`config.mk`:
```
export PLATFORM = sky130hd
export DESIGN_NAME = interrupt_driven_block_mover
export DESIGN_NICKNAME = d
export VERILOG_FILES = /design/src/core/mover_pkg.sv /design/src/core/interrupt_driven_block_mover.sv
export SDC_FILE = /design/constraint.sdc
export NUM_CORES = 1
export LEC_CHECK = 0
export ABC_AREA = 1
export ABC_CLOCK_PERIOD_IN_PS = 10800
export BUFFER_PORTS_ARGS = -buffer_cell sky130_fd_sc_hd__buf_2
export CORE_MARGIN = 3
export CORE_UTILIZATION = 64
export CTS_BUF_LIST = sky130_fd_sc_hd__clkbuf_16
export CTS_CLUSTER_SIZE = 8
export DETAILED_ROUTE_END_ITERATION = 8
export GPL_TIMING_DRIVEN = 0
export PLACE_DENSITY = 0.86
export SLEW_MARGIN = 0
export SYNTH_ARGS = -nofsm -noshare
export SYNTH_HDL_FRONTEND = slang
export SYNTH_SLANG_ARGS = --single-unit
export TNS_END_PERCENT = 100
```
`constraint.sdc`:
```
create_clock -name clk_sys_i -period 10.8 [get_ports clk_sys_i]
set_input_delay 2.16 -clock clk_sys_i [delete_from_list [all_inputs] [get_ports clk_sys_i]]
set_output_delay 2.16 -clock clk_sys_i [all_outputs]
set_load 0.05 [all_outputs]
```
`src/core/mover_pkg.sv`:
```
package mover_pkg;
   // Register indices on the software port
   localparam logic [2:0] REG_COUNT  = 3'h0;
   localparam logic [2:0] REG_CTRL   = 3'h1;
   localparam logic [2:0] REG_SRC    = 3'h2;
   localparam logic [2:0] REG_DST    = 3'h3;
   localparam logic [2:0] REG_BLOCK  = 3'h4;
   localparam logic [2:0] REG_STATUS = 3'h5;
   localparam logic [2:0] REG_MASK   = 3'h6;
   localparam logic [2:0] REG_STATE  = 3'h7;
   // Control byte field layout
   localparam int MODE_HI = 7;
   localparam int MODE_LO = 5;
   localparam int BIT_BW  = 4;
   localparam int BIT_SU  = 3;
   localparam int BIT_DU  = 2;
   localparam int BIT_SI  = 1;
   localparam int BIT_DI  = 0;
   localparam logic [2:0] MODE_SINGLE = 3'h4;
   localparam logic [2:0] MODE_BLOCK  = 3'h0;
   // Address steps per unit
   localparam logic [15:0] STEP_BYTE = 16'h0001;
   localparam logic [15:0] STEP_WORD = 16'h0002;
   // Reset values
   localparam logic [7:0]  RST_BYTE = 8'h00;
   localparam logic [15:0] RST_WORD = 16'h0000;
   localparam logic [7:0]  ONE_BYTE = 8'h01;
   // Worst cycle length: four clocks per unit plus overhead
   localparam int CYC_PER_UNIT = 4;
   localparam int CYC_BUDGET   = CYC_PER_UNIT * 255 + 4;
   typedef enum logic [2:0] {
      ST_IDLE,
      ST_ISSUE,
      ST_HOLD,
      ST_STORE,
      ST_STEP,
      ST_FINISH
   } state_t;
endpackage

```
`src/core/interrupt_driven_block_mover.sv`:
```
// Strobed register access and the register offsets were decided locally.
`timescale 1ns/1ps
module interrupt_driven_block_mover #(
   parameter int AW = 16,
   parameter int DW = 16
) (
   input  wire logic          clk_sys_i,     // System clock, 200 MHz
   input  wire logic          reset_n_i,     // Async reset, active low
   input  wire logic [2:0]    reg_addr_i,    // Register index
   input  wire logic [15:0]   reg_wdata_i,   // Register write data
   input  wire logic          reg_wr_i,      // Register write strobe
   input  wire logic          reg_rd_i,      // Register read strobe
   output logic      [15:0]   reg_rdata_o,   // Read data, next cycle
   input  wire logic          xfer_req_i,    // Interrupt request pulse
   output logic               busy_o,        // Transfer cycle running
   output logic               irq_o,         // End-of-transfer interrupt
   output logic      [AW-1:0] mem_addr_o,    // Memory address
   output logic               mem_rd_o,      // Memory read strobe
   output logic               mem_wr_o,      // Memory write strobe
   output logic               mem_byte_o,    // High for byte unit
   output logic      [DW-1:0] mem_wdata_o,   // Memory write data
   input  wire logic [DW-1:0] mem_rdata_i    // Read data, cycle after strobe
);

   // Elaboration check on widths
   if (AW != 16 || DW != 16) begin : g_bad_width
      $error("Only 16-bit address and data are supported");
   end

   typedef struct packed {
      mover_pkg::state_t st;
      logic [7:0]        cnt;
      logic [7:0]        ctrl;
      logic [15:0]       src;
      logic [15:0]       dst;
      logic [7:0]        blk;
      logic [15:0]       osrc;
      logic [15:0]       odst;
      logic [7:0]        units;
      logic [15:0]       maddr;
      logic [15:0]       mwdata;
      logic              mrd;
      logic              mwr;
      logic              eot;
      logic              mask;
      logic [15:0]       rdata;
   } core_t;

   core_t q_r;
   core_t q_nxt;
   logic  rst_meta_r;
   logic  rst_sync_r;

   // Reset release through two flops
   always_ff @(posedge clk_sys_i or negedge reset_n_i) begin
      if (!reset_n_i) begin
         rst_meta_r <= 1'b0;
         rst_sync_r <= 1'b0;
      end else begin
         rst_meta_r <= 1'b1;
         rst_sync_r <= rst_meta_r;
      end
   end

   logic [2:0]  mode;
   logic        is_single;
   logic        is_block;
   logic [15:0] step;
   logic        wr_ok;

   // Control byte decode
   assign mode      = q_r.ctrl[mover_pkg::MODE_HI:mover_pkg::MODE_LO];
   assign is_single = (mode == mover_pkg::MODE_SINGLE);
   assign is_block  = (mode == mover_pkg::MODE_BLOCK);
   assign step      = q_r.ctrl[mover_pkg::BIT_BW] ? mover_pkg::STEP_BYTE
                                                  : mover_pkg::STEP_WORD;
   assign wr_ok     = reg_wr_i && (q_r.st == mover_pkg::ST_IDLE);

   // Next state of the whole block
   always_comb begin
      q_nxt     = q_r;
      q_nxt.mrd = 1'b0;
      q_nxt.mwr = 1'b0;
      // Register writes, control block only while idle
      if (wr_ok && reg_addr_i == mover_pkg::REG_COUNT) begin
         q_nxt.cnt = reg_wdata_i[7:0];
      end else if (wr_ok && reg_addr_i == mover_pkg::REG_CTRL) begin
         q_nxt.ctrl = reg_wdata_i[7:0];
      end else if (wr_ok && reg_addr_i == mover_pkg::REG_SRC) begin
         q_nxt.src = reg_wdata_i;
      end else if (wr_ok && reg_addr_i == mover_pkg::REG_DST) begin
         q_nxt.dst = reg_wdata_i;
      end else if (wr_ok && reg_addr_i == mover_pkg::REG_BLOCK) begin
         q_nxt.blk = reg_wdata_i[7:0];
      end else if (reg_wr_i && reg_addr_i == mover_pkg::REG_MASK) begin
         q_nxt.mask = reg_wdata_i[0];
      end
      // Read data, registered for the next cycle
      q_nxt.rdata = mover_pkg::RST_WORD;
      if (reg_rd_i) begin
         if (reg_addr_i == mover_pkg::REG_COUNT) begin
            q_nxt.rdata = {8'h00, q_r.cnt};
         end else if (reg_addr_i == mover_pkg::REG_CTRL) begin
            q_nxt.rdata = {8'h00, q_r.ctrl};
         end else if (reg_addr_i == mover_pkg::REG_SRC) begin
            q_nxt.rdata = q_r.src;
         end else if (reg_addr_i == mover_pkg::REG_DST) begin
            q_nxt.rdata = q_r.dst;
         end else if (reg_addr_i == mover_pkg::REG_BLOCK) begin
            q_nxt.rdata = {8'h00, q_r.blk};
         end else if (reg_addr_i == mover_pkg::REG_STATUS) begin
            q_nxt.rdata = {15'h0000, q_r.eot};
            q_nxt.eot   = 1'b0;
         end else if (reg_addr_i == mover_pkg::REG_MASK) begin
            q_nxt.rdata = {15'h0000, q_r.mask};
         end else begin
            q_nxt.rdata = {15'h0000, busy_o};
         end
      end
      // Transfer sequencer
      case (q_r.st)
         mover_pkg::ST_IDLE: begin
            if (xfer_req_i && q_r.cnt != mover_pkg::RST_BYTE
                && (is_single || is_block)) begin
               q_nxt.osrc  = q_r.src;
               q_nxt.odst  = q_r.dst;
               q_nxt.units = is_block ? q_r.blk : mover_pkg::ONE_BYTE;
               q_nxt.st    = (is_block && q_r.blk == mover_pkg::RST_BYTE)
                             ? mover_pkg::ST_FINISH : mover_pkg::ST_ISSUE;
            end
         end
         mover_pkg::ST_ISSUE: begin
            q_nxt.mrd   = 1'b1;
            q_nxt.maddr = q_r.src;
            q_nxt.st    = mover_pkg::ST_HOLD;
         end
         mover_pkg::ST_HOLD: begin
            q_nxt.st = mover_pkg::ST_STORE;
         end
         mover_pkg::ST_STORE: begin
            q_nxt.mwdata = mem_rdata_i;
            q_nxt.mwr    = 1'b1;
            q_nxt.maddr  = q_r.dst;
            q_nxt.st     = mover_pkg::ST_STEP;
         end
         mover_pkg::ST_STEP: begin
            // Per-unit address advance
            if (q_r.ctrl[mover_pkg::BIT_SI]) begin
               q_nxt.src = q_r.src + step;
            end
            if (q_r.ctrl[mover_pkg::BIT_DI]) begin
               q_nxt.dst = q_r.dst + step;
            end
            q_nxt.units = q_r.units - mover_pkg::ONE_BYTE;
            q_nxt.st    = (q_r.units == mover_pkg::ONE_BYTE)
                          ? mover_pkg::ST_FINISH : mover_pkg::ST_ISSUE;
         end
         mover_pkg::ST_FINISH: begin
            // Reload pointers whose retain bit is clear
            if (!q_r.ctrl[mover_pkg::BIT_SU]) begin
               q_nxt.src = q_r.osrc;
            end
            if (!q_r.ctrl[mover_pkg::BIT_DU]) begin
               q_nxt.dst = q_r.odst;
            end
            q_nxt.cnt = q_r.cnt - mover_pkg::ONE_BYTE;
            if (q_r.cnt == mover_pkg::ONE_BYTE) begin
               q_nxt.eot = 1'b1;
            end
            q_nxt.st = mover_pkg::ST_IDLE;
         end
         default: begin
            q_nxt.st = mover_pkg::ST_IDLE;
         end
      endcase
   end

   // State register
   always_ff @(posedge clk_sys_i or negedge rst_sync_r) begin
      if (!rst_sync_r) begin
         q_r <= '{st: mover_pkg::ST_IDLE, cnt: mover_pkg::RST_BYTE,
                  ctrl: mover_pkg::RST_BYTE, src: mover_pkg::RST_WORD,
                  dst: mover_pkg::RST_WORD, blk: mover_pkg::RST_BYTE,
                  osrc: mover_pkg::RST_WORD, odst: mover_pkg::RST_WORD,
                  units: mover_pkg::RST_BYTE, maddr: mover_pkg::RST_WORD,
                  mwdata: mover_pkg::RST_WORD, mrd: 1'b0, mwr: 1'b0,
                  eot: 1'b0, mask: 1'b0, rdata: mover_pkg::RST_WORD};
      end else begin
         q_r <= q_nxt;
      end
   end

   // Outputs
   assign busy_o      = (q_r.st != mover_pkg::ST_IDLE);
   assign irq_o       = q_r.eot && q_r.mask;
   assign reg_rdata_o = q_r.rdata;
   assign mem_addr_o  = q_r.maddr;
   assign mem_rd_o    = q_r.mrd;
   assign mem_wr_o    = q_r.mwr;
   assign mem_byte_o  = q_r.ctrl[mover_pkg::BIT_BW];
   assign mem_wdata_o = q_r.mwdata;

   // Helper counters for checks
   logic [7:0]  wr_seen_r;
   logic [11:0] busy_len_r;
   always_ff @(posedge clk_sys_i or negedge rst_sync_r) begin
      if (!rst_sync_r) begin
         wr_seen_r  <= 8'h00;
         busy_len_r <= 12'h000;
      end else begin
         if (q_r.st == mover_pkg::ST_IDLE) begin
            wr_seen_r  <= 8'h00;
            busy_len_r <= 12'h000;
         end else begin
            wr_seen_r  <= wr_seen_r + {7'h00, q_r.mwr};
            busy_len_r <= busy_len_r + 12'h001;
         end
      end
   end

   chk_eot_on_zero: assert property (
      @(posedge clk_sys_i) disable iff (!rst_sync_r)
      (q_r.st == mover_pkg::ST_FINISH && q_r.cnt == mover_pkg::ONE_BYTE) |=> (q_r.eot && !busy_o))
      else $error("End-of-transfer flag not set at zero count");

   chk_count_decrement: assert property (
      @(posedge clk_sys_i) disable iff (!rst_sync_r)
      (q_r.st == mover_pkg::ST_FINISH) |=> (q_r.cnt == $past(q_r.cnt) - mover_pkg::ONE_BYTE))
      else $error("Count not decremented once per cycle");

   chk_single_one_unit: assert property (
      @(posedge clk_sys_i) disable iff (!rst_sync_r)
      (q_r.st == mover_pkg::ST_ISSUE && is_single)
      |=> mem_rd_o ##2 mem_wr_o ##1 (q_r.st == mover_pkg::ST_FINISH))
      else $error("Single cycle did not move exactly one unit");

   chk_word_step_two: assert property (
      @(posedge clk_sys_i) disable iff (!rst_sync_r)
      (q_r.st == mover_pkg::ST_STEP && !q_r.ctrl[mover_pkg::BIT_BW]
       && q_r.ctrl[mover_pkg::BIT_DI])
      |=> (q_r.dst == $past(q_r.dst) + mover_pkg::STEP_WORD))
      else $error("Word step did not advance by two");

   chk_fixed_source: assert property (
      @(posedge clk_sys_i) disable iff (!rst_sync_r)
      (q_r.st == mover_pkg::ST_STEP && !q_r.ctrl[mover_pkg::BIT_SI]) |=> $stable(q_r.src))
      else $error("Source moved with increment disabled");

   chk_source_restore: assert property (
      @(posedge clk_sys_i) disable iff (!rst_sync_r)
      (q_r.st == mover_pkg::ST_FINISH && !q_r.ctrl[mover_pkg::BIT_SU])
      |=> (q_r.src == q_r.osrc))
      else $error("Source not reloaded at end of cycle");

   chk_block_units: assert property (
      @(posedge clk_sys_i) disable iff (!rst_sync_r)
      (q_r.st == mover_pkg::ST_FINISH && is_block) |-> (wr_seen_r == q_r.blk))
      else $error("Block cycle moved wrong number of units");

   chk_busy_hold: assert property (
      @(posedge clk_sys_i) disable iff (!rst_sync_r)
      (busy_o && q_r.st != mover_pkg::ST_FINISH) |=> busy_o)
      else $error("Transfer cycle ended early");

   chk_cycle_length: assert property (
      @(posedge clk_sys_i) disable iff (!rst_sync_r)
      busy_len_r <= 12'(mover_pkg::CYC_BUDGET))
      else $error("Transfer cycle exceeded its length budget");

   chk_idle_zero_count: assert property (
      @(posedge clk_sys_i) disable iff (!rst_sync_r)
      (!busy_o && xfer_req_i && q_r.cnt == mover_pkg::RST_BYTE) |=> !busy_o)
      else $error("Cycle started with zero count");

   // Checks on pointer updates, status, start decisions, count and control holds, memory strobes and read data
   chk_src_step_unit: assert property (
      @(posedge clk_sys_i) disable iff (!rst_sync_r)
      (q_r.st == mover_pkg::ST_STEP && q_r.ctrl[mover_pkg::BIT_SI])
      |=> (q_r.src == $past(q_r.src) + $past(step)))
      else $error("Source did not advance by one unit");

   chk_byte_step_one: assert property (
      @(posedge clk_sys_i) disable iff (!rst_sync_r)
      (q_r.st == mover_pkg::ST_STEP && q_r.ctrl[mover_pkg::BIT_BW]
       && q_r.ctrl[mover_pkg::BIT_DI])
      |=> (q_r.dst == $past(q_r.dst) + mover_pkg::STEP_BYTE))
      else $error("Byte step did not advance by one");

   chk_fixed_dest: assert property (
      @(posedge clk_sys_i) disable iff (!rst_sync_r)
      (q_r.st == mover_pkg::ST_STEP && !q_r.ctrl[mover_pkg::BIT_DI]) |=> $stable(q_r.dst))
      else $error("Destination moved with increment disabled");

   chk_dst_restore: assert property (
      @(posedge clk_sys_i) disable iff (!rst_sync_r)
      (q_r.st == mover_pkg::ST_FINISH && !q_r.ctrl[mover_pkg::BIT_DU])
      |=> (q_r.dst == q_r.odst))
      else $error("Destination not reloaded at end of cycle");

   chk_eot_hold: assert property (
      @(posedge clk_sys_i) disable iff (!rst_sync_r)
      (q_r.eot && !(reg_rd_i && reg_addr_i == mover_pkg::REG_STATUS)) |=> q_r.eot)
      else $error("End-of-transfer flag lost without a status read");

   chk_status_clear: assert property (
      @(posedge clk_sys_i) disable iff (!rst_sync_r)
      (reg_rd_i && reg_addr_i == mover_pkg::REG_STATUS
       && !(q_r.st == mover_pkg::ST_FINISH && q_r.cnt == mover_pkg::ONE_BYTE))
      |=> !q_r.eot)
      else $error("Status read did not clear the flag");

   chk_mode_refused: assert property (
      @(posedge clk_sys_i) disable iff (!rst_sync_r)
      (!busy_o && xfer_req_i && !is_single && !is_block) |=> !busy_o)
      else $error("Cycle started in an unsupported mode");

   chk_start_taken: assert property (
      @(posedge clk_sys_i) disable iff (!rst_sync_r)
      (!busy_o && xfer_req_i && q_r.cnt != mover_pkg::RST_BYTE && (is_single || is_block))
      |=> busy_o)
      else $error("Valid request did not start a cycle");

   chk_count_hold: assert property (
      @(posedge clk_sys_i) disable iff (!rst_sync_r)
      (busy_o && q_r.st != mover_pkg::ST_FINISH) |=> $stable(q_r.cnt))
      else $error("Count changed inside a transfer cycle");

   chk_ctrl_frozen: assert property (
      @(posedge clk_sys_i) disable iff (!rst_sync_r)
      busy_o |=> $stable(q_r.ctrl))
      else $error("Control byte changed during a cycle");

   chk_strobe_exclusive: assert property (
      @(posedge clk_sys_i) disable iff (!rst_sync_r)
      !(mem_rd_o && mem_wr_o))
      else $error("Memory read and write strobes together");

   chk_read_then_write: assert property (
      @(posedge clk_sys_i) disable iff (!rst_sync_r)
      mem_rd_o |-> ##2 mem_wr_o)
      else $error("Read not followed by its write");

   chk_read_address: assert property (
      @(posedge clk_sys_i) disable iff (!rst_sync_r)
      mem_rd_o |-> (mem_addr_o == q_r.src))
      else $error("Read not at current source");

   chk_write_address: assert property (
      @(posedge clk_sys_i) disable iff (!rst_sync_r)
      mem_wr_o |-> (mem_addr_o == q_r.dst))
      else $error("Write not at current destination");

   chk_rdata_idle: assert property (
      @(posedge clk_sys_i) disable iff (!rst_sync_r)
      !reg_rd_i |=> (reg_rdata_o == mover_pkg::RST_WORD))
      else $error("Read data not zero outside a read");

endmodule

```
==> results.yml <==
routing:
  vias: 7890
  drc: 0
  wl_mm: 24.0
  via_per_inst: 5.95
  drtIter0Drc: 916
  drtAntennaViolNets: 0
  first_pass_iters: 8
  wire_per_inst_um: 18.1
clock_tree:
  postCtsHoldBufs: 0
  numCtsBuffers: 17
  clk_path_buf_depth: 2
  cts_resized: 0
  cts_setup_buffers: 0
  cts_tree: "built"
  cts_max_level: 4
  cts_sinks: 153
  cts_root_buffer: "clkbuf_16"
  insertion_delay_ns: 0.44
  clkTransAtPathRegs_ns: 0.06
synth:
  post-synth-top-area-cell: "dfrtp_1"
  synthesis.area_mm2: 0.00827
  ys_seq_area_frac: 0.463
  synth_cells: 1033
  yosys_warnings: 0
  synth_area_per_cell_um2: 8.01
  synth_cell_types: 47
  syn_nets: 1084
  ys_async_sr_fraction: 1.00
  synth_seq_cells: 153
  synth_flop_cell: "dfrtp_1"
  synth_edf_count: 0
  synth.top_cells.by_area: "dfrtp_1, nand2_1, o21ai_0"
  synthDominantCellAreaShare: 0.463
run:
  max-cap-violations: 0
setup_path:
  startpoint_type: "register"
  critPathRequiredTime_ns: 8.64
  worst-path-max-fanout: 7
  timing.rr.start: "mem_byte_o"
  crit_start: "q_r[148]"
  cp_cell_sequence: "nor2_4 -> nand2_2 -> buf_2"
  crit_path_end_kind: "output port"
  critPathKind: "register to output port"
  slowest_stage: "dfrtp_1"
  slowest_delay_ns: 0.58
  cp.arrival_ns: 1.50
status:
  run_status: "complete, no violations"
final_layout:
  syn2layout_area_growth_pct: 16.6
  num-fill-cells: 899
  n_antenna_cell: 0
  post-route-util: 0.784
  drive_above_1_share: 0.188
  num-nets-final: 1195
timing:
  fin_crit_ns: 3.66
  tns_ns: 0
  worstMarginPinSlew_ns: 0.710
  final_hold_viol_count: 0
  period_share: 0.339
  clock.fmax_mhz: 273
  slew_viol_final: 0
  grt_setup_unrepaired: "false"
  holdWs_ns: 0.324
  fin_ws_ns: 7.14
  setup_viol: 0
  max-slew-margin-rel: 0.527
  finalClockSkew_ns: 0.0149
floorplan:
  core_mm2: 0.0123
  ios: 93
  row_count: 40
  die_y_um: 120
  initial_core_util: 0.672
  die_area_mm2: 0.0143
  die_w_um: 120
global_route:
  grt_first_pass_wirelength_mm: 37.9
  grt_pass1_vias: 7408
  grt-ovfl-total: 0
  antenna_found_initial: 0
  grt_max_degree: 66
  grtUsageTotal: 0.341
place:
  dp_slack_ns: 7.04
  gp_congestion: 0.989
  dp_hpwl_mm: 16.9
  port_buffers: 90
worst_hold_path:
  worstHoldPathType: "register to async pin"
power_and_ir_drop:
  finalPower_mw: 1.33
  ir_worst_vdd_mv: 0.181
  power.leakage_nw: 4.75
  power_density_mw_per_mm2: 137
==> worst max-delay path: cells and delay by family (launching register included) <==
family	cells	cell delay (ns)
flip-flops	1	0.58
AND/OR/NAND/NOR	2	0.22
buffers and inverters	1	0.28
==> synth_stat cells (all sizes together), types with 4 or more instances <==
master	number
a21oi	28
a22oi	9
buf	72
clkbuf	16
dfrtp	153
ha	9
inv	98
nand2	285
nand3	63
nand4	12
nor2	57
nor3	12
o211ai	42
o21ai	111
o21bai	4
o221ai	10
o22ai	11
o311ai	4
xor2	11
==> where the power goes <==
part	leakage, nW	total [mW]	internal [mW]	switching, mW
registers	1.91	0.586	0.580	0.00588
clock network	0.325	0.667	0.430	0.237
logic	2.51	0.0737	0.0224	0.0513
==> state kept, by name, summed over array words and instances (netlist names), 3 cells and up <==
signal and flops:
q_r 97, mode 3, mem_addr_o 16, mem_wdata_o 16, reg_rdata_o 16
==> cell usage in the layout, fill, tap and decap left out, drive strengths merged, types with 2 or more instances in the layout <==
master and count:
buf 164, bufinv 6, o21ai 111, nor2 57, o22ai 11, o31ai 2, nand4 12, a22oi 9
a21oi 28, o311ai 4, fa 2, xor2 11, ha 9, o211ai 42, clkbuf 33, nand3 63
clkinv 6, xnor2 2, nor3 12, a31oi 3, clkinvlp 2, nor4 3, o221ai 10, or2 2
o21bai 4, nand2 285, mux2 3, inv 101, dfrtp 153
==> stage by stage <==
| step | area [um^2] | std cells |
|---|---|---|
| after global routing | 9650 | 1325 |
| after global placement | 8930 | 1291 |
| after CTS | 9650 | 1325 |
| after floorplan | 8270 | 1033 |
| after detailed placement | 8990 | 1293 |
| final | 9650 | 1325 |
==> final timing paths <==
check,cells after the start,slack (ns),end
worst max-delay path,3,7.14,busy_o
min in group clk_sys_i,0,0.36,rst_sync_r
worst min register to register,0,0.32,q_r[87]
worst min-delay path,0,0.32,q_r[87]
max in group asynchronous,1,9.19,rst_sync_r
worst max register to register,11,8.38,q_r[114]
==> cells by family after synthesis <==
logic type               Yosys count  synth area share
buffers and inverters            188             0.113
AND/OR/NAND/NOR                  435             0.221
AO/OA/AOI/OAI                    229             0.167
XOR/XNOR                          13            0.0138
multiplexers                       3           0.00408
other                              1          0.000453
flip-flops                       153             0.463
adder cells (fa/ha/maj)           11            0.0185
==> final cells by class <==
type                    instances  area [um^2]  share of cell area
multi-input cells             692         3510               0.364
flip-flops and latches        153         3830               0.397
plain buffers                  88          557              0.0577
well taps                     168          210              0.0218
repair buffers                 92          505              0.0524
clock inverters                15          231              0.0240
clock buffers                  17          425              0.0441
inverters                     100          378              0.0392
==> per-layer routing <==
| layer | GRT usage | vias up | wire (um) |
|---|---|---|---|
| met5 | 0 | - | 0 |
| met4 | 0.146 | 0 | 937 |
| met3 | 0.0886 | 85 | 2940 |
| met2 | 0.527 | 514 | 10900 |
| met1 | 0.458 | 3655 | 9200 |
| li1 | - | 3636 | - |
No activity file was read; power rests on OpenSTA's default activity.
